## src/pkg/ssb_defines.svh

```systemverilog
`ifndef SSB_DEFINES_SVH
`define SSB_DEFINES_SVH
`define SSB_BIT_CARRY        0
`define SSB_BIT_DIGIT_CARRY  1
`define SSB_BIT_ZERO         2
`define SSB_BIT_POWER_DOWN   3
`define SSB_BIT_TIMEOUT      4
`define SSB_BIT_DIRECT_LO    5
`define SSB_BIT_DIRECT_HI    6
`define SSB_BIT_INDIRECT     7
`define SSB_REG_ADDR         9'h003
`define SSB_RESET_BANK       3'h0
`define SSB_RESET_TIMEOUT    1'h1
`define SSB_RESET_POWER_DOWN 1'h1
`endif

```

## src/pkg/ssb_pkg.sv

```systemverilog
`default_nettype none
package ssb_pkg;
  // Operation class presented by the core for the current instruction.
  typedef enum logic [3:0] {
    SSB_OP_NONE,
    SSB_OP_ADD,
    SSB_OP_SUB,
    SSB_OP_LOGIC,
    SSB_OP_CLEAR,
    SSB_OP_ROT_LEFT,
    SSB_OP_ROT_RIGHT,
    SSB_OP_BIT_CLEAR,
    SSB_OP_BIT_SET,
    SSB_OP_SWAP,
    SSB_OP_MOVE_W,
    SSB_OP_PLAIN
  } ssb_op_t;

  // Reset cause, which decides the timeout flag; power-down is set to 1 whatever the cause.
  typedef enum logic [1:0] {
    SSB_CAUSE_POWER_UP,
    SSB_CAUSE_EXTERNAL,
    SSB_CAUSE_WATCHDOG
  } ssb_cause_t;

  typedef struct packed {
    logic [7:0] status_r;
    logic [7:0] rdata_r;
  } ssb_state_t;
endpackage
`default_nettype wire

```

## src/hdl/ssb_alu_flags.sv

```systemverilog
`default_nettype none
module ssb_alu_flags (
  input  wire logic          [7:0] operand_a,
  input  wire logic          [7:0] operand_b,
  input  wire logic          [7:0] result,
  input  wire ssb_pkg::ssb_op_t    op,
  input  wire logic                carry_in,
  output logic                     zero,
  output logic                     digit_carry,
  output logic                     carry,
  output logic                     affects_zero,
  output logic                     affects_arith,
  output logic                     affects_carry
);
  import ssb_pkg::*;
  logic [4:0] low_sum;
  logic [8:0] full_sum;
  logic [7:0] addend;

  // Subtraction adds the two's complement, so carries read as inverted borrows.
  always_comb begin
    addend = (op == SSB_OP_SUB) ? (~operand_b) : operand_b;
    low_sum = {1'h0, operand_a[3:0]} + {1'h0, addend[3:0]} + {4'h0, (op == SSB_OP_SUB)}; // [RULE_12]
    full_sum = {1'h0, operand_a} + {1'h0, addend} + {8'h00, (op == SSB_OP_SUB)}; // [RULE_12]
    zero = (result == 8'h00); // [RULE_09]
    digit_carry = low_sum[4]; // [RULE_10]
    carry = full_sum[8]; // [RULE_11]
    if (op == SSB_OP_ROT_LEFT) begin
      carry = operand_a[7]; // [RULE_13]
    end else if (op == SSB_OP_ROT_RIGHT) begin
      carry = operand_a[0]; // [RULE_13]
    end
    if (op != SSB_OP_ROT_LEFT && op != SSB_OP_ROT_RIGHT && op != SSB_OP_ADD && op != SSB_OP_SUB) begin
      carry = carry_in;
    end
    affects_arith = (op == SSB_OP_ADD) || (op == SSB_OP_SUB);
    affects_carry = affects_arith || (op == SSB_OP_ROT_LEFT) || (op == SSB_OP_ROT_RIGHT);
    affects_zero = affects_arith || (op == SSB_OP_LOGIC) || (op == SSB_OP_CLEAR);
  end
endmodule
`default_nettype wire

```

## src/hdl/ssb_status.sv

```systemverilog
// Design decisions made here: the address map and the strobed register port.
`include "ssb_defines.svh"
`default_nettype none
// Notes on behaviour
// [RULE_01] The status register accepts writes from any instruction as destination.
// [RULE_02] Flag-affecting instructions to status keep ALU flags, not written data.
// [RULE_03] Instruction writes never change timeout or power-down flags.
// [RULE_04] Clear aimed at status zeroes bank bits and sets zero flag.
// [RULE_05] Bit clear, bit set, swap and move change no flag.
// [RULE_06] Indirect bank bit is the top address bit for indirect accesses.
// [RULE_07] Direct bank bits choose one of four 128-byte banks.
// [RULE_08] Timeout flag set at power-up, watchdog clear, sleep; cleared on timeout.
// [RULE_09] Zero flag reflects whether the result is zero.
// [RULE_10] Digit carry is carry out of bit 3 on add and subtract.
// [RULE_11] Carry is carry out of bit 7 on add and subtract.
// [RULE_12] Subtraction adds two's complement, carries act as inverted borrows.
// [RULE_13] Rotates load carry with the bit shifted out.
// [RULE_14] Power-down flag set by power-up or watchdog clear, cleared by sleep.
// [RULE_15] Reset clears bank bits; timeout and power-down follow the reset cause. Here power-down is set to 1 whatever the cause.
module ssb_status (
  input  wire logic               MCLK,
  input  wire logic               SYS_RST,
  input  wire logic               CLK_EN,
  input  wire ssb_pkg::ssb_cause_t RESET_CAUSE,
  input  wire logic         [8:0] REG_ADDR,
  input  wire logic         [7:0] REG_WDATA,
  input  wire logic               REG_WR,
  input  wire logic               REG_RD,
  output logic              [7:0] REG_RDATA,
  input  wire ssb_pkg::ssb_op_t   ALU_OP,
  input  wire logic         [7:0] ALU_OPERAND_A,
  input  wire logic         [7:0] ALU_OPERAND_B,
  input  wire logic         [7:0] ALU_RESULT,
  input  wire logic               ALU_VALID,
  input  wire logic               WATCHDOG_CLEAR,
  input  wire logic               SLEEP_EXEC,
  input  wire logic               WATCHDOG_TIMEOUT,
  input  wire logic         [6:0] DIRECT_OFFSET,
  input  wire logic         [7:0] INDIRECT_POINTER,
  output logic              [8:0] DIRECT_ADDR,
  output logic              [8:0] INDIRECT_ADDR,
  output logic              [7:0] STATUS_VALUE,
  output logic                    CARRY_FLAG
);
  import ssb_pkg::*;

  ssb_state_t st_r;
  ssb_state_t st_nxt;
  logic       rst_seen_r;
  logic       zero_w;
  logic       dc_w;
  logic       carry_w;
  logic       aff_zero;
  logic       aff_arith;
  logic       aff_carry;
  logic       hit_wr;
  logic [7:0] wr_val;

  ssb_alu_flags u_flags (
    .operand_a     (ALU_OPERAND_A),
    .operand_b     (ALU_OPERAND_B),
    .result        (ALU_RESULT),
    .op            (ALU_OP),
    .carry_in      (st_r.status_r[`SSB_BIT_CARRY]),
    .zero          (zero_w),
    .digit_carry   (dc_w),
    .carry         (carry_w),
    .affects_zero  (aff_zero),
    .affects_arith (aff_arith),
    .affects_carry (aff_carry)
  );

  // Next-state logic; hardware reset events outrank instruction effects.
  always_comb begin
    st_nxt = st_r;
    hit_wr = REG_WR && (REG_ADDR == `SSB_REG_ADDR); // [RULE_01]
    wr_val = REG_WDATA;
    if (hit_wr) begin
      // Bits 7..5 take the data; bits 2:0 take it only when no flag-affecting instruction is valid.
      st_nxt.status_r[7:5] = wr_val[7:5]; // [RULE_01] [RULE_04]
      // Any flag-affecting instruction blocks the data write to all three flags at once.
      // Flags the instruction leaves alone then keep their old value, as a clear needs.
      if (!ALU_VALID || (!aff_zero && !aff_carry)) begin
        st_nxt.status_r[2:0] = wr_val[2:0]; // [RULE_05] [RULE_02]
      end
    end
    // ALU flags win over the data write.
    if (ALU_VALID) begin
      if (aff_zero) begin
        st_nxt.status_r[`SSB_BIT_ZERO] = zero_w; // [RULE_02] [RULE_04] [RULE_09]
      end
      if (aff_arith) begin
        st_nxt.status_r[`SSB_BIT_DIGIT_CARRY] = dc_w; // [RULE_02] [RULE_10]
      end
      if (aff_carry) begin
        st_nxt.status_r[`SSB_BIT_CARRY] = carry_w; // [RULE_02] [RULE_11] [RULE_13]
      end
    end
    // Reset-status flags move only on hardware events; timeout is last so it wins.
    if (WATCHDOG_CLEAR) begin
      st_nxt.status_r[`SSB_BIT_TIMEOUT] = 1'h1; // [RULE_08] [RULE_03]
      st_nxt.status_r[`SSB_BIT_POWER_DOWN] = 1'h1; // [RULE_14]
    end
    if (SLEEP_EXEC) begin
      st_nxt.status_r[`SSB_BIT_TIMEOUT] = 1'h1; // [RULE_08]
      st_nxt.status_r[`SSB_BIT_POWER_DOWN] = 1'h0; // [RULE_14]
    end
    if (WATCHDOG_TIMEOUT) begin
      st_nxt.status_r[`SSB_BIT_TIMEOUT] = 1'h0; // [RULE_08]
    end
    // The reset cause port is read at the first enabled edge after release, not during reset.
    if (!rst_seen_r) begin
      st_nxt.status_r[`SSB_BIT_TIMEOUT] = (RESET_CAUSE != SSB_CAUSE_WATCHDOG); // [RULE_15]
      st_nxt.status_r[`SSB_BIT_POWER_DOWN] = `SSB_RESET_POWER_DOWN; // [RULE_15]
    end
    st_nxt.rdata_r = (REG_RD && REG_ADDR == `SSB_REG_ADDR) ? st_nxt.status_r : 8'h00;
    if (REG_RD && REG_ADDR == `SSB_REG_ADDR) begin
      st_nxt.rdata_r = st_r.status_r;
    end
  end

  // State register; the arithmetic flags are cleared at reset only for determinism.
  always_ff @(posedge MCLK) begin
    if (SYS_RST) begin
      st_r.status_r <= {`SSB_RESET_BANK, `SSB_RESET_TIMEOUT, `SSB_RESET_POWER_DOWN, 3'h0}; // [RULE_15]
      st_r.rdata_r <= 8'h00;
      rst_seen_r <= 1'h0;
    end else if (CLK_EN) begin
      rst_seen_r <= 1'h1;
      st_r <= st_nxt;
    end
  end

  // Bank select bits form the high address bits for data-memory accesses.
  always_comb begin
    DIRECT_ADDR = {st_r.status_r[`SSB_BIT_DIRECT_HI], st_r.status_r[`SSB_BIT_DIRECT_LO], DIRECT_OFFSET}; // [RULE_07]
    INDIRECT_ADDR = {st_r.status_r[`SSB_BIT_INDIRECT], INDIRECT_POINTER}; // [RULE_06]
  end

  assign REG_RDATA = st_r.rdata_r;
  assign STATUS_VALUE = st_r.status_r;
  assign CARRY_FLAG = st_r.status_r[`SSB_BIT_CARRY];

  AST_NO_WRITE_TO: assert property (@(posedge MCLK) disable iff (SYS_RST)
    (CLK_EN && rst_seen_r && !WATCHDOG_CLEAR && !SLEEP_EXEC && !WATCHDOG_TIMEOUT)
    |=> $stable(st_r.status_r[4:3])) // [RULE_03]
    else $error("Reset-status flags changed without a hardware event.");
  AST_TIMEOUT_CLR: assert property (@(posedge MCLK) disable iff (SYS_RST)
    (CLK_EN && rst_seen_r && WATCHDOG_TIMEOUT) |=> !STATUS_VALUE[4]) // [RULE_08]
    else $error("Watchdog timeout did not clear the timeout flag.");
  AST_SLEEP_PD: assert property (@(posedge MCLK) disable iff (SYS_RST)
    (CLK_EN && rst_seen_r && SLEEP_EXEC && !WATCHDOG_TIMEOUT) |=> STATUS_VALUE[4:3] == 2'h2) // [RULE_14]
    else $error("Sleep did not set timeout and clear power-down.");
  AST_CLEAR_STATUS: assert property (@(posedge MCLK) disable iff (SYS_RST)
    (CLK_EN && rst_seen_r && hit_wr && ALU_VALID && ALU_OP == SSB_OP_CLEAR && REG_WDATA == 8'h00)
    |=> (STATUS_VALUE[7:5] == 3'h0 && STATUS_VALUE[2] && STATUS_VALUE[1:0] == $past(st_r.status_r[1:0]))) // [RULE_04]
    else $error("Clear of status gave wrong value.");
  AST_ALU_WINS: assert property (@(posedge MCLK) disable iff (SYS_RST)
    (CLK_EN && ALU_VALID && ALU_OP == SSB_OP_ADD) |=> (STATUS_VALUE[2:0] == $past({zero_w, dc_w, carry_w}))) // [RULE_02]
    else $error("Add result flags not loaded.");
  AST_BITOP_KEEP: assert property (@(posedge MCLK) disable iff (SYS_RST)
    (CLK_EN && ALU_VALID && !hit_wr && (ALU_OP == SSB_OP_BIT_SET || ALU_OP == SSB_OP_SWAP))
    |=> $stable(STATUS_VALUE[2:0])) // [RULE_05]
    else $error("Flag-neutral instruction changed a flag.");
  AST_ROT_CARRY: assert property (@(posedge MCLK) disable iff (SYS_RST)
    (CLK_EN && ALU_VALID && ALU_OP == SSB_OP_ROT_RIGHT) |=> CARRY_FLAG == $past(ALU_OPERAND_A[0])) // [RULE_13]
    else $error("Rotate right did not load carry from bit zero.");
  AST_SUB_BORROW: assert property (@(posedge MCLK) disable iff (SYS_RST)
    (CLK_EN && ALU_VALID && ALU_OP == SSB_OP_SUB) |=> CARRY_FLAG == ($past(ALU_OPERAND_A) >= $past(ALU_OPERAND_B))) // [RULE_12]
    else $error("Subtract carry is not inverted borrow.");
  AST_BANK_ADDR: assert property (@(posedge MCLK) disable iff (SYS_RST)
    DIRECT_ADDR[8:7] == STATUS_VALUE[6:5] && INDIRECT_ADDR[8] == STATUS_VALUE[7]) // [RULE_06] [RULE_07]
    else $error("Bank bits not driving the address.");

  // The first enabled edge after reset loads the timeout flag from the cause and sets power-down.
  AST_RESET_CAUSE: assert property (@(posedge MCLK) disable iff (SYS_RST)
    (CLK_EN && !rst_seen_r) |=> STATUS_VALUE[4:3] == {$past(RESET_CAUSE) != SSB_CAUSE_WATCHDOG, 1'h1}) // [RULE_15]
    else $error("Reset cause not applied to the reset-status flags.");
  // Read data stand for one cycle only, so a stale value never looks like a fresh read.
  AST_READ_ONCE: assert property (@(posedge MCLK) disable iff (SYS_RST)
    (CLK_EN && !(REG_RD && REG_ADDR == `SSB_REG_ADDR)) |=> REG_RDATA == 8'h00) // [RULE_01]
    else $error("Read data held beyond its cycle.");
  // A lone watchdog clear restores both reset-status flags.
  AST_WDC_PD: assert property (@(posedge MCLK) disable iff (SYS_RST)
    (CLK_EN && rst_seen_r && WATCHDOG_CLEAR && !SLEEP_EXEC && !WATCHDOG_TIMEOUT) |=> STATUS_VALUE[4:3] == 2'h3) // [RULE_14]
    else $error("Watchdog clear did not set both reset-status flags.");
endmodule
`default_nettype wire

```

## config.mk

```make
export PLATFORM = sky130hd
export DESIGN_NAME = ssb_status
export DESIGN_NICKNAME = d
export VERILOG_FILES = /design/src/pkg/ssb_pkg.sv /design/src/hdl/ssb_alu_flags.sv /design/src/hdl/ssb_status.sv
export VERILOG_INCLUDE_DIRS = /design/src /design/src/pkg
export SDC_FILE = /design/constraint.sdc
export NUM_CORES = 1
export LEC_CHECK = 0
export BUFFER_PORTS_ARGS = -buffer_cell sky130_fd_sc_hd__buf_2
export CORE_UTILIZATION = 35
export DETAILED_ROUTE_END_ITERATION = 7
export PLACE_DENSITY = 0.79
export SYNTH_ARGS = -nofsm -noshare
export SYNTH_HDL_FRONTEND = slang
export SYNTH_HIERARCHICAL = 1
export SYNTH_SLANG_ARGS = --single-unit
```

## constraint.sdc

```tcl
create_clock -name MCLK -period 3.28 [get_ports MCLK]
set_input_delay 0.984 -clock MCLK [delete_from_list [all_inputs] [get_ports MCLK]]
set_output_delay 0.984 -clock MCLK [all_outputs]
set_load 0.005 [all_outputs]
```

Word level (Yosys, flattened, before mapping)
Index checks and enable logic that the tools add are counted.

Bitwise gates (word level): 1. Equal/unequal tests: 15. $add $sub $neg: 4. Reductions and logical operators: 20. Multiplexer cells: 15.

Operator list (number): 8-bit 2-to-1 mux (2); 4-bit by 3-bit equality test with 1-bit output, second input constant (3); 8-bit by 8-bit adder with 9-bit output (1); 9-bit by 1-bit adder with 9-bit output (1); 9-bit by 2-bit equality test with 1-bit output, second input constant (1); 3-bit 2-to-1 mux (3); 4-bit by 2-bit equality test with 1-bit output, second input constant (2); 8-bit logical NOT (1); 4-bit by 3-bit inequality test with 1-bit output, second input constant (2); 8-bit NOT (1); 2-bit AND reduction (4); 1-bit 2-to-1 mux (7); 1-bit logical AND (6); 1-bit logical OR (6); 2-bit 2-to-1 mux (3); 3-bit inequality test, second input constant (2); 4-bit by 4-bit adder with 5-bit output (1); 5-bit by 1-bit adder with 5-bit output (1); 4-bit by 1-bit equality test with 1-bit output, second input constant (1); 4-bit by 1-bit inequality test with 1-bit output, second input constant (1); 4-bit by 2-bit inequality test with 1-bit output, second input constant (1); 4-bit inequality test, second input constant (1); 1-bit logical NOT (3); 2-bit inequality test, second input constant (1).

Register bits: 17. Bits of input ports: 71.

Depth between registers and ports, before layout
Gate-level depths: netlist (run 1).

Word-level depth: 11. Gate-level depth with buffers: 12. Mapped depth without buffers: 11.

Cells and area by module
Netlist (run 1), hierarchy kept.

By module, submodules not included: ssb_status (seq. area each 340.3 µm², instances 1, cells each 114, area each 933.4 µm²); ssb_alu_flags (seq. area each 0.0 µm², instances 1, cells each 44, area each 371.6 µm²).

Least setup slack after synthesis (run 1)
OpenSTA, ideal clock, no wires.

Path type: input -> register. From: input port ALU_OP[0]. To: register st_r, in the netlist STATUS_VALUE[1]. Setup time: 0.133 ns. Stages on the path: 11. Arrival time: 2.701 ns. Path buffers: 1. Path slack: 0.447 ns. Cells stage by stage: nor4b_2 buf_6 xor2_1 ha_1 a21o_1 a21oi_1 o21ai_4 nor2b_1 o31ai_1 nand3b_1 o221ai_1.

Elaborated cells on any way between the ends: 22.

RTL lines: from (decl) (RTL line ssb_status.sv:30) `input wire ssb_pkg::ssb_op_t ALU_OP,`; 4-bit by 2-bit equality test with 1-bit output (*) (RTL line ssb_alu_flags.sv:22, ssb_alu_flags.sv:23); 8-bit 2-to-1 mux (RTL line ssb_alu_flags.sv:22) `addend = (op == SSB_OP_SUB) ? (~operand_b) : operand_b;`; 4-bit by 4-bit adder with 5-bit output (RTL line ssb_alu_flags.sv:23) `low_sum = {1'h0, operand_a[3:0]} + {1'h0, addend[3:0]} + {4'h0, (op == SSB_OP_SUB)};`; 5-bit by 1-bit adder with 5-bit output (*) (RTL line ssb_alu_flags.sv:23); net dc_w (RTL line ssb_status.sv:51) `logic dc_w;`; 1-bit 2-to-1 mux (*) (RTL line ssb_status.sv:92) `if (aff_arith) begin`; 3-bit 2-to-1 mux (*) (RTL line ssb_status.sv:88) `if (ALU_VALID) begin`; to (signal assigned) (RTL line ssb_status.sv:130) `st_r <= st_nxt;`; to (decl) (RTL line ssb_status.sv:47) `ssb_state_t st_r;`.

The timed path passes the listed nets; every way through them passes the cells marked *. A chain may end at the register's enable or synchronous reset.

Worst setup path after layout (run 1)
Same ends and word-level chain as after synthesis.

==> results of run 1 <==
-- path summary, 6_finish.rpt --
kind                                 start         endpoint  slack (ps)  cells after the start
worst max-delay path             ALU_OP[0]  STATUS_VALUE[1]         400                     11
worst min-delay path            rst_seen_r       rst_seen_r         520                      2
worst max register to register  rst_seen_r  STATUS_VALUE[4]        2170                      4
worst min register to register  rst_seen_r       rst_seen_r         520                      2
-- report_power, final --
part	switching, mW	leakage, nW	total, mW	internal [mW]
logic	0.0477	0.648	0.0997	0.0520
clock network	0.0667	0.0255	0.151	0.0841
registers	0.00220	0.138	0.211	0.209
total	0.117	0.811	0.462	0.345
-- state kept, by name (all words and copies together) (netlist names) --
| name | flops |
|---|---|
| REG_RDATA | 8 |
| rst_seen_r | 1 |
| STATUS_VALUE | 8 |
-- layout make-up --
class / count / area (um2)
clock buffers: 3 / 41.29
clock inverters: 1 / 5.005
fillers: 368 / 1822
inverters: 4 / 15.01
multi-input cells: 112 / 773.2
flip-flops and latches: 17 / 340.3
well taps: 46 / 57.56
repair buffers: 76 / 387.9
-- cell usage after synthesis, types with 3 or more instances --
cell	n	share of area
nand3_1	3	0.012
nand2_1	5	0.014
and2_1	3	0.014
nor2_1	17	0.049
or2_2	3	0.014
o21ai_0	5	0.019
xor2_1	8	0.054
nor2b_1	11	0.053
buf_4	20	0.12
dfxtp_1	17	0.26
clkbuf_1	3	0.0086
inv_1	4	0.012
ha_1	7	0.067
a21oi_1	15	0.058
or4_1	3	0.017
mux2i_1	3	0.023
-- worst min-delay path, cell delays in order, from the launching register on --
cell and delay, ps:
dfxtp_1 350, nor2_1 100, nor2_1 40
-- per-stage QoR --
step / hold WS, ps / power [mW] / util
4_1_cts: 522.8 / 0.4691 / 0.4707
6_report: 522.2 / 0.4616 / 0.4707
2_1_floorplan: 485.3 / 0.2840 / -
5_1_grt: 549.8 / 0.4936 / 0.4707
3_3_place_gp: 494.6 / 0.3141 / 0.4573
3_5_place_dp: 507.8 / 0.3165 / 0.4573
-- metal layers --
| metal | share of wire | global-route usage |
|---|---|---|
| met1 | 0.42 | 0.1676 |
| met2 | 0.50 | 0.2500 |
| met3 | 0.065 | 0.04167 |
| met4 | 0.0096 | 0.04070 |
| met5 | 0 | 0 |
-- logic make-up after synthesis --
| logic type | after synthesis |
|---|---|
| flops | 17 |
| mux | 4 |
| xor+xnor | 8 |
| compound gates | 34 |
| buf+inv | 29 |
| simple gates | 59 |
| fa+ha+maj | 7 |
-- cells in the final DEF, fill, tap and decap left out, drive strengths merged --
master / Yosys / layout
nand2: 6 / 6
clkinv: 0 / 1
a21o: 1 / 1
o22ai: 1 / 1
o31ai: 1 / 1
nor2b: 11 / 11
buf: 22 / 76
o211ai: 2 / 2
a21oi: 15 / 15
ha: 7 / 7
nor4b: 2 / 2
inv: 4 / 4
o221ai: 1 / 1
a31oi: 2 / 2
or2: 3 / 3
nand3b: 2 / 2
a22o: 1 / 1
nand4b: 2 / 2
and2b: 1 / 1
xor2: 8 / 8
o21a: 2 / 2
or4: 4 / 4
a22oi: 1 / 1
o21ai: 6 / 6
nor2: 17 / 17
and2: 3 / 3
dfxtp: 17 / 17
or2b: 1 / 1
nand3: 3 / 3
nand2b: 2 / 2
clkbuf: 3 / 3
mux2i: 4 / 4
and4: 1 / 1
a211o: 1 / 1
nor4: 1 / 1
==> reports/summary.txt, run 1 <==
pre-CTS setup slack: 143.3 ps
post_cts resized: 0
post-CTS setup buffers: 0
asr flop ratio synth: 0
RSZ-0062 raised after global routing: no
largest family of logic cells by synthesized area: simple AND/OR/NAND/NOR gates
max frequency: 347.5 MHz
ys flop type: dfxtp_1
H-Tree Depth: 1
Pleak: 0.8115 nW
total number of vias: 1232
Hold Buf Count CTS: 0
Mean Syn Cell Area: 8.260 um2
Crit path buffers/inverters: 1
fin crit period: 2877 ps
# setup viols final: 0
syn nets: 236
Post-DRT Antenna Nets: 0
critical path class: input port to flip-flop
GPL Wtd Cong: 0.8352
CTS Buffer Depth: 2
1st-iter DRT viols: 21
status: completed
CP required: 3400 ps
Post-Syn Area: 0.001305 mm2
Setup WS post-layout: 402.6 ps
DR WL/cell: 10.83 um
Max Transition Viols Final: 0
I/O Buffers: 73
mux contribution to synthesized area: 0.04027
VDD IR max: 0.0002188 V
PwrDens: 284.9 mW/mm2
Worst Tran Pin Value: 425.8 ps
Std-Cell Rows: 21
P&R area growth vs syn: 24.16%
Inserted Clock Buffers: 3
DIE AREA: 0.003977 mm2
Die Wd: 63.06 um
die height: 63.06 um
placed insts: 255
WP data arrival: 2990 ps
complex-gate fraction of the synthesized area: 0.1640
vias in the first global route: 1094
CP Capture Type: flip-flop
final hold vios: 0
worst hold path type: flip-flop to flip-flop
Distinct cells, synth: 41
Initial Util: 0.3791
detailed-route wire length: 2.804 mm
number of max-cap violations: 0
CTS tree: yes
nature of the critical path startpoint: input port
largest net degree at the start of global routing: 20
core area: 0.003442 mm2
n_diodes: 0
Max-slew headroom: 0.7161
Post-synth EDFFs: 0
first-pass GRT wire length: 4.636 mm
slowest stage delay, CP: 440 ps
layout cell share with drive strength beyond 1: 0.4178
clock root cell: clkbuf_8
adder-cell share of the synthesized area: 0.06711
Post-Synth Simple-Gate Area: 0.2675
fin crit share: 0.8773
Slowest cell on crit path: nor4b_2
Remaining DRCs: 0
total grt overflow: 0
Total Negative Setup Slacks: 0 ps
hpwl dp: 2.251 mm
io pins: 106
final net count: 292
final instance area: 0.001620 mm2
Critical Path Fanout Max: 6
initial antenna violation count: 0
family with the most delay on the worst path: simple AND/OR/NAND/NOR gates
DR pass1 iterations: 4
Post-Synthesis Cells: 158
XOR/XNOR Fraction of Synth Area: 0.05369
overall routing resource usage: 0.1432
clk sink count: 17
Via density: 4.757
Placed Area: 0.001574 mm2
post-synthesis sequential area ratio: 0.2608
CTS clock-pin slew for the worst setup and hold paths: 60 ps
Finished Layout Cells: 259
Clk Latency, worst-skew pair: 250 ps
clk_skew: 2.201 ps
sequence of cells on the critical path: buf_2, nor4b_2, xor2_1, ha_1, a21o_1, a21oi_1, o21ai_4, nor2b_1, o31ai_1, nand3b_1, o221ai_1
Warnings, synthesis: 6
register bit total from synthesis: 17
(Power assumes the default switching activity.)
==> run 2, diff against run 1 <==
--- a/config.mk
+++ b/config.mk
@@ -6,6 +6,7 @@
 export SDC_FILE = /design/constraint.sdc
 export NUM_CORES = 1
 export LEC_CHECK = 0
+export ABC_AREA = 1
 export BUFFER_PORTS_ARGS = -buffer_cell sky130_fd_sc_hd__buf_2
 export CORE_UTILIZATION = 35
 export DETAILED_ROUTE_END_ITERATION = 7
==> reports/summary.txt, run 2 <==
Distinct cells, synth: 29 (was 41)
Post-Syn Area: 0.001308 mm2 (was 0.001305 mm2)
fin crit period: 2577 ps (was 2877 ps)
status: completed (unchanged)
Slowest cell on crit path: ha_1 (was nor4b_2)
sequence of cells on the critical path: buf_2, nor2_2, nand2_4, xnor2_1, ha_1, o21a_1, nand2_1, nand2_1, nand2_1, nand2_2, nand2_1, nand2_1, nand2_1, a21oi_2, nand3_1, o21ai_0, nand2_1, a21oi_1 (was buf_2, nor4b_2, xor2_1, ha_1, a21o_1, a21oi_1, o21ai_4, nor2b_1, o31ai_1, nand3b_1, o221ai_1)
clk_skew: 3.482 ps (was 2.201 ps)
1st-iter DRT viols: 38 (was 21)
post_cts resized: 0 (unchanged)
number of fill cells: 378 (was 368)
commonest non-fill, non-tap cells in the layout: buf_2 (73), nand2_1 (42), inv_1 (21) (was buf_2 (73), dfxtp_1 (17), nor2_1 (17))
final instance area: 0.001613 mm2 (was 0.001620 mm2)
post-CTS setup buffers: 0 (unchanged)
Post-synth EDFFs: 0 (unchanged)
detailed-route wire length: 2.833 mm (was 2.804 mm)
Max-slew headroom: 0.7713 (was 0.7161)
CTS Buffer Depth: 2 (unchanged)
ys flop type: dfxtp_1 (unchanged)
CP Capture Type: flip-flop (unchanged)
register bit total from synthesis: 17 (unchanged)
slowest stage delay, CP: 270 ps (was 440 ps)
Via density: 4.538 (was 4.757)
asr flop ratio synth: 0 (unchanged)
H-Tree Depth: 1 (unchanged)
Crit path buffers/inverters: 1 (unchanged)
Remaining DRCs: 0 (unchanged)
CTS tree: yes (unchanged)
Initial Util: 0.3770 (was 0.3791)
Placed Area: 0.001568 mm2 (was 0.001574 mm2)
Clk Latency, worst-skew pair: 250 ps (about the same)
vias in the first global route: 1175 (was 1094)
nature of the critical path startpoint: input port (unchanged)
core area: 0.003468 mm2 (was 0.003442 mm2)
RSZ-0062 raised after global routing: no (unchanged)
Std-Cell Rows: 21 (unchanged)
Mean Syn Cell Area: 6.882 um2 (was 8.260 um2)
Crit path top cell by count: nand2_1
total power draw: 0.4847 mW (was 0.4616 mW)
GPL Wtd Cong: 0.7467 (was 0.8352)
top cell type's share of synthesized area: 0.2603 (was 0.2608)
CTS clock-pin slew for the worst setup and hold paths: 60 ps (about the same)
layout cell share with drive strength beyond 1: 0.3525 (was 0.4178)
critical path class: input port to flip-flop (unchanged)
cell with the most instances after synthesis: nand2_1 (was buf_4)
Hold Buf Count CTS: 0 (unchanged)
Critical Path Fanout Max: 9 (was 6)
Pleak: 0.8444 nW (was 0.8115 nW)
hpwl dp: 2.377 mm (was 2.251 mm)
I/O Buffers: 73 (unchanged)
Post-Synthesis Cells: 190 (was 158)
Worst Tran Pin Value: 343.1 ps (was 425.8 ps)
leading area contributor after synthesis: dfxtp_1 (unchanged)
fin crit share: 0.7856 (was 0.8773)
commonest non-fill, non-tap cell in the layout: buf_2 (unchanged)
family with the most delay on the worst path: simple AND/OR/NAND/NOR gates (unchanged)
Max Transition Viols Final: 0 (unchanged)
Warnings, synthesis: 6 (unchanged)
DR pass1 iterations: 4 (unchanged)
initial antenna violation count: 0 (unchanged)
# setup viols final: 0 (unchanged)
PwrDens: 300.5 mW/mm2 (was 284.9 mW/mm2)
CP required: 3460 ps (was 3400 ps)
post-synthesis sequential area ratio: 0.2603 (was 0.2608)
die height: 63.12 um (was 63.06 um)
io pins: 106 (unchanged)
overall routing resource usage: 0.1461 (was 0.1432)
clk sink count: 17 (unchanged)
final net count: 323 (was 292)
first-pass GRT wire length: 4.761 mm (was 4.636 mm)
Total Negative Setup Slacks: 0 ps (unchanged)
Die Wd: 63.12 um (was 63.06 um)
largest cells by area after synthesis: dfxtp_1 (26%), nand2_1 (12%), buf_4 (11%) (was dfxtp_1 (26%), buf_4 (12%), ha_1 (6.7%))
hold slack: 479.8 ps (was 522.2 ps)
DR WL/cell: 9.769 um (was 10.83 um)
final hold vios: 0 (unchanged)
WP data arrival: 2760 ps (was 2990 ps)
clock root cell: clkbuf_8 (unchanged)
worst hold path type: flip-flop to flip-flop (unchanged)
max frequency: 388.1 MHz (was 347.5 MHz)
syn nets: 268 (was 236)
P&R area growth vs syn: 23.35% (was 24.16%)
Inserted Clock Buffers: 3 (unchanged)
VDD IR max: 0.0002492 V (was 0.0002188 V)
Post-DRT Antenna Nets: 0 (unchanged)
total number of vias: 1316 (was 1232)
synth cell count leaders: nand2_1 (42), inv_1 (21), buf_4 (20) (was buf_4 (20), dfxtp_1 (17), nor2_1 (17))
largest net degree at the start of global routing: 25 (was 20)
number of max-cap violations: 0 (unchanged)
total grt overflow: 0 (unchanged)
n_diodes: 0 (unchanged)
DIE AREA: 0.003984 mm2 (was 0.003977 mm2)
==> run 2: cell types whose count changed after synthesis, sizes merged, moves of 3 or more <==
| cell | previous run | this run |
|---|---|---|
| mux2i | 4 | 0 |
| xnor2 | 0 | 7 |
| a211oi | 0 | 3 |
| or4 | 4 | 0 |
| a21oi | 15 | 19 |
| xor2 | 8 | 0 |
| o21ai | 6 | 14 |
| nand2 | 6 | 45 |
| inv | 4 | 22 |
| nand4 | 0 | 4 |
| nor2b | 11 | 0 |
| or2 | 3 | 0 |
==> run 2: path summary, 6_finish.rpt <==
| check | slack [ps] | to | start | depth (start not counted) |
|---|---|---|---|---|
| worst max-delay path | 700 | STATUS_VALUE[0] | ALU_OP[2] | 18 |
| worst min-delay path | 480 | REG_RDATA[3] | STATUS_VALUE[3] | 2 |
| worst max register to register | 2300 | STATUS_VALUE[0] | STATUS_VALUE[0] | 6 |
| worst min register to register | 480 | REG_RDATA[3] | STATUS_VALUE[3] | 2 |
==> run 2: metrics by stage <==
stage | worst slack (ps) | instances | utilization
after floorplan | 716.4 | 190 | -
after global placement | 437.0 | 286 | 0.4520
after detailed placement | 434.0 | 286 | 0.4520
after CTS | 683.7 | 290 | 0.4650
after global routing | 480.9 | 290 | 0.4650
final | 703.1 | 290 | 0.4650
==> run 2: area by class of cell <==
class | count | area [um2] | share of cell area
Inverter | 22 | 82.58 | 0.05120
Tap cell | 46 | 57.56 | 0.03569
Clock buffer | 4 | 45.04 | 0.02793
Timing Repair Buffer | 73 | 365.4 | 0.2265
Multi-Input combinational cell | 128 | 721.9 | 0.4476
Sequential cell | 17 | 340.3 | 0.2110
==> run 2: worst register-to-register path: stages, from the launching register on <==
cell and delay, ps:
dfxtp_1 410, nor2_1 80, a21oi_2 100, nand3_1 80, o21ai_0 70, nand2_1 60, a21oi_1 110
==> run 2: power breakdown <==
group / switching (mW) / internal [mW]
combinational: 0.0595 / 0.0560
clock: 0.0651 / 0.0860
sequential: 0.00423 / 0.214
total: 0.129 / 0.356
==> run 2: kinds of logic (layout without fill, tap and decap cells) <==
| group | count (synthesis) | in the layout | share of synthesized area |
|---|---|---|---|
| AND/OR/NAND/NOR | 73 | 73 | 0.2660 |
| buffers and inverters | 45 | 99 | 0.1876 |
| AO/OA/AOI/OAI | 41 | 41 | 0.1723 |
| flip-flops | 17 | 17 | 0.2603 |
| adder cells (fa/ha/maj) | 7 | 7 | 0.06698 |
| XOR/XNOR | 7 | 7 | 0.04689 |
==> run 2: routing by layer <==
layer	vias up	GRT usage	wire, um
met5	-	0	0
met4	0	0.008721	0
met3	0	0.03986	207
met2	44	0.2581	1314
met1	561	0.1826	1311
li1	711	-	-
==> run 3, diff against run 2 <==
==> constraint.sdc (replaced) <==
create_clock -name MCLK -period 2.5 [get_ports MCLK]
set_input_delay 0.75 -clock MCLK [delete_from_list [all_inputs] [get_ports MCLK]]
set_output_delay 0.75 -clock MCLK [all_outputs]
set_load 0.005 [all_outputs]
==> reports/summary.txt, run 3 (synthesis results as in run 2) <==
status: completed (unchanged)
largest net degree at the start of global routing: 25 (unchanged)
Reg2Reg Setup Slack: 1510 ps (was 2300 ps)
hold slack: 482.6 ps (was 479.8 ps)
Post-DRT Antenna Nets: 0 (unchanged)
P&R area growth vs syn: 30.81% (was 23.35%)
HP Start: STATUS_VALUE[3] (unchanged)
Hold Buf Count CTS: 0 (unchanged)
DR pass1 iterations: 4 (unchanged)
# setup viols final: 0 (unchanged)
DR WL/cell: 10.47 um (was 9.769 um)
number of fill cells: 368 (was 378)
total power draw: 0.6527 mW (was 0.4847 mW)
placed insts: 290 (was 286)
die height: 63.12 um (unchanged)
gr busiest metal: met2 (unchanged)
vias in the first global route: 1281 (was 1175)
overall routing resource usage: 0.1602 (was 0.1461)
number of max-cap violations: 0 (unchanged)
WHS Endpoint: REG_RDATA[3] (unchanged)
final hold vios: 0 (unchanged)
clk sink count: 17 (unchanged)
H-Tree Depth: 1 (unchanged)
Die Wd: 63.12 um (unchanged)
layout cell share with drive strength beyond 1: 0.3810 (was 0.3525)
initial antenna violation count: 0 (unchanged)
RSZ-0062 raised after global routing: no (unchanged)
worst hold path type: flip-flop to flip-flop (unchanged)
r2r startpoint: STATUS_VALUE[0] (unchanged)
PwrDens: 381.6 mW/mm2 (was 300.5 mW/mm2)
Initial Util: 0.3770 (unchanged)
Remaining DRCs: 0 (unchanged)
clk_skew: 0.4239 ps (was 3.482 ps)
Pleak: 0.8986 nW (was 0.8444 nW)
detailed-route wire length: 3.121 mm (was 2.833 mm)
commonest non-fill, non-tap cell in the layout: buf_2 (unchanged)
Critical Path Fanout Max: 5 (was 9)
reg2reg end: STATUS_VALUE[0] (unchanged)
clock root cell: clkbuf_8 (unchanged)
I/O Buffers: 73 (unchanged)
nature of the critical path startpoint: input port (unchanged)
DIE AREA: 0.003984 mm2 (unchanged)
critical path class: input port to flip-flop (unchanged)
met1 GRT Util: 0.1892 (was 0.1826)
total grt overflow: 0 (unchanged)
core area: 0.003468 mm2 (unchanged)
n_diodes: 0 (unchanged)
io pins: 106 (unchanged)
Worst Tran Pin Value: 364.4 ps (was 343.1 ps)
commonest non-fill, non-tap cells in the layout: buf_2 (71), nand2_1 (42), inv_1 (21) (was buf_2 (73), nand2_1 (42), inv_1 (21))
CTS tree: yes (unchanged)
Std-Cell Rows: 21 (unchanged)
global routing usage on met3: 0.04348 (was 0.03986)
GPL Wtd Cong: 0.7814 (was 0.7467)
VDD IR max: 0.0003698 V (was 0.0002492 V)
Clk Latency, worst-skew pair: 240 ps (was 250 ps)
hpwl dp: 2.479 mm (was 2.377 mm)
CP required: 2680 ps (was 3460 ps)
first-pass GRT wire length: 5.175 mm (was 4.761 mm)
CTS clock-pin slew for the worst setup and hold paths: 60 ps (about the same)
Inserted Clock Buffers: 3 (unchanged)
worst r2r path cells: 6 (unchanged)
Max-slew headroom: 0.7571 (was 0.7713)
global routing usage on met2: 0.2970 (was 0.2581)
Via density: 4.701 (was 4.538)
fin crit period: 2334 ps
Max Transition Viols Final: 0 (unchanged)
Finished Layout Cells: 298 (was 290)
WP data arrival: 2510 ps (was 2760 ps)
total number of vias: 1401 (was 1316)
CTS Buffer Depth: 2 (unchanged)
max frequency: 428.4 MHz
final net count: 331 (was 323)
fin crit share: 0.9337
worst hold stages: 2 (unchanged)
1st-iter DRT viols: 62 (was 38)
CP Capture Type: flip-flop (unchanged)
==> run 3: cell count changes in the layout (fill, tap and decap cells not counted), moves of 2 or more <==
cell	previous run	this run
buf_2	73	71
buf_4	0	7
xnor2_2	0	2
xnor2_1	7	5
==> run 3: timing repair <==
item                       4_1_cts  5_1_grt
hold endpoints to repair         0        0
resized for setup                0        9
setup endpoints to repair        0        1
setup buffers                    0        3
==> run 3: worst max-delay path, stage by stage <==
cell	delay [ps]
buf_8	80
inv_4	30
nor2_4	150
nand2_4	110
xnor2_2	150
ha_1	270
o21a_1	110
nand2_1	50
nand2_1	60
nand2_1	60
nand2_2	60
nand2_1	50
nand2_1	60
nand2_1	70
a21oi_2	130
nand3_1	70
o21ai_1	70
nand2_1	60
a21oi_1	140
==> run 3: how the worst max path moves through the flow <==
stage	from	slack, ps	cells past startpoint	end
after floorplan	ALU_OP[2]	170	17	STATUS_VALUE[0]
after global placement	ALU_OP[2]	-60	18	STATUS_VALUE[0]
after detailed placement	ALU_OP[2]	-90	18	STATUS_VALUE[0]
after CTS	ALU_OP[2]	150	18	STATUS_VALUE[0]
after global routing	ALU_OP[1]	3	19	STATUS_VALUE[0]
final	ALU_OP[1]	170	19	STATUS_VALUE[0]
==> run 3: per-stage QoR <==
stage	setup slack, ps	setup TNS [ps]	util	cell area, um2
2_1_floorplan	170.4	0	-	1308
3_3_place_gp	-62.80	-62.80	0.4607	1598
3_5_place_dp	-93.87	-93.87	0.4607	1598
4_1_cts	145.7	0	0.4737	1643
5_1_grt	3.046	0	0.4931	1710
6_report	165.7	0	0.4931	1710
==> run 3: per-layer routing <==
| layer | part of all wire | routed length [um] |
|---|---|---|
| met1 | 0.44 | 1385 |
| met2 | 0.48 | 1512 |
| met3 | 0.072 | 224 |
| met4 | 0 | 0 |
| met5 | 0 | 0 |
==> run 3: power by group <==
part	leakage, nW	total, mW	internal, mW	switching (mW)
clock	0.0228	0.195	0.113	0.0822
combinational	0.737	0.171	0.0862	0.0853
sequential	0.139	0.286	0.281	0.00553
==> run 3: area by class of cell <==
cell class	count	area, um2	area share
sequential	17	340.3	0.1990
tap	46	57.56	0.03365
timing repair buffer	80	434.2	0.2538
inverter	22	85.08	0.04974
clock buffer	4	45.04	0.02634
multi-input combinational	129	748.2	0.4375
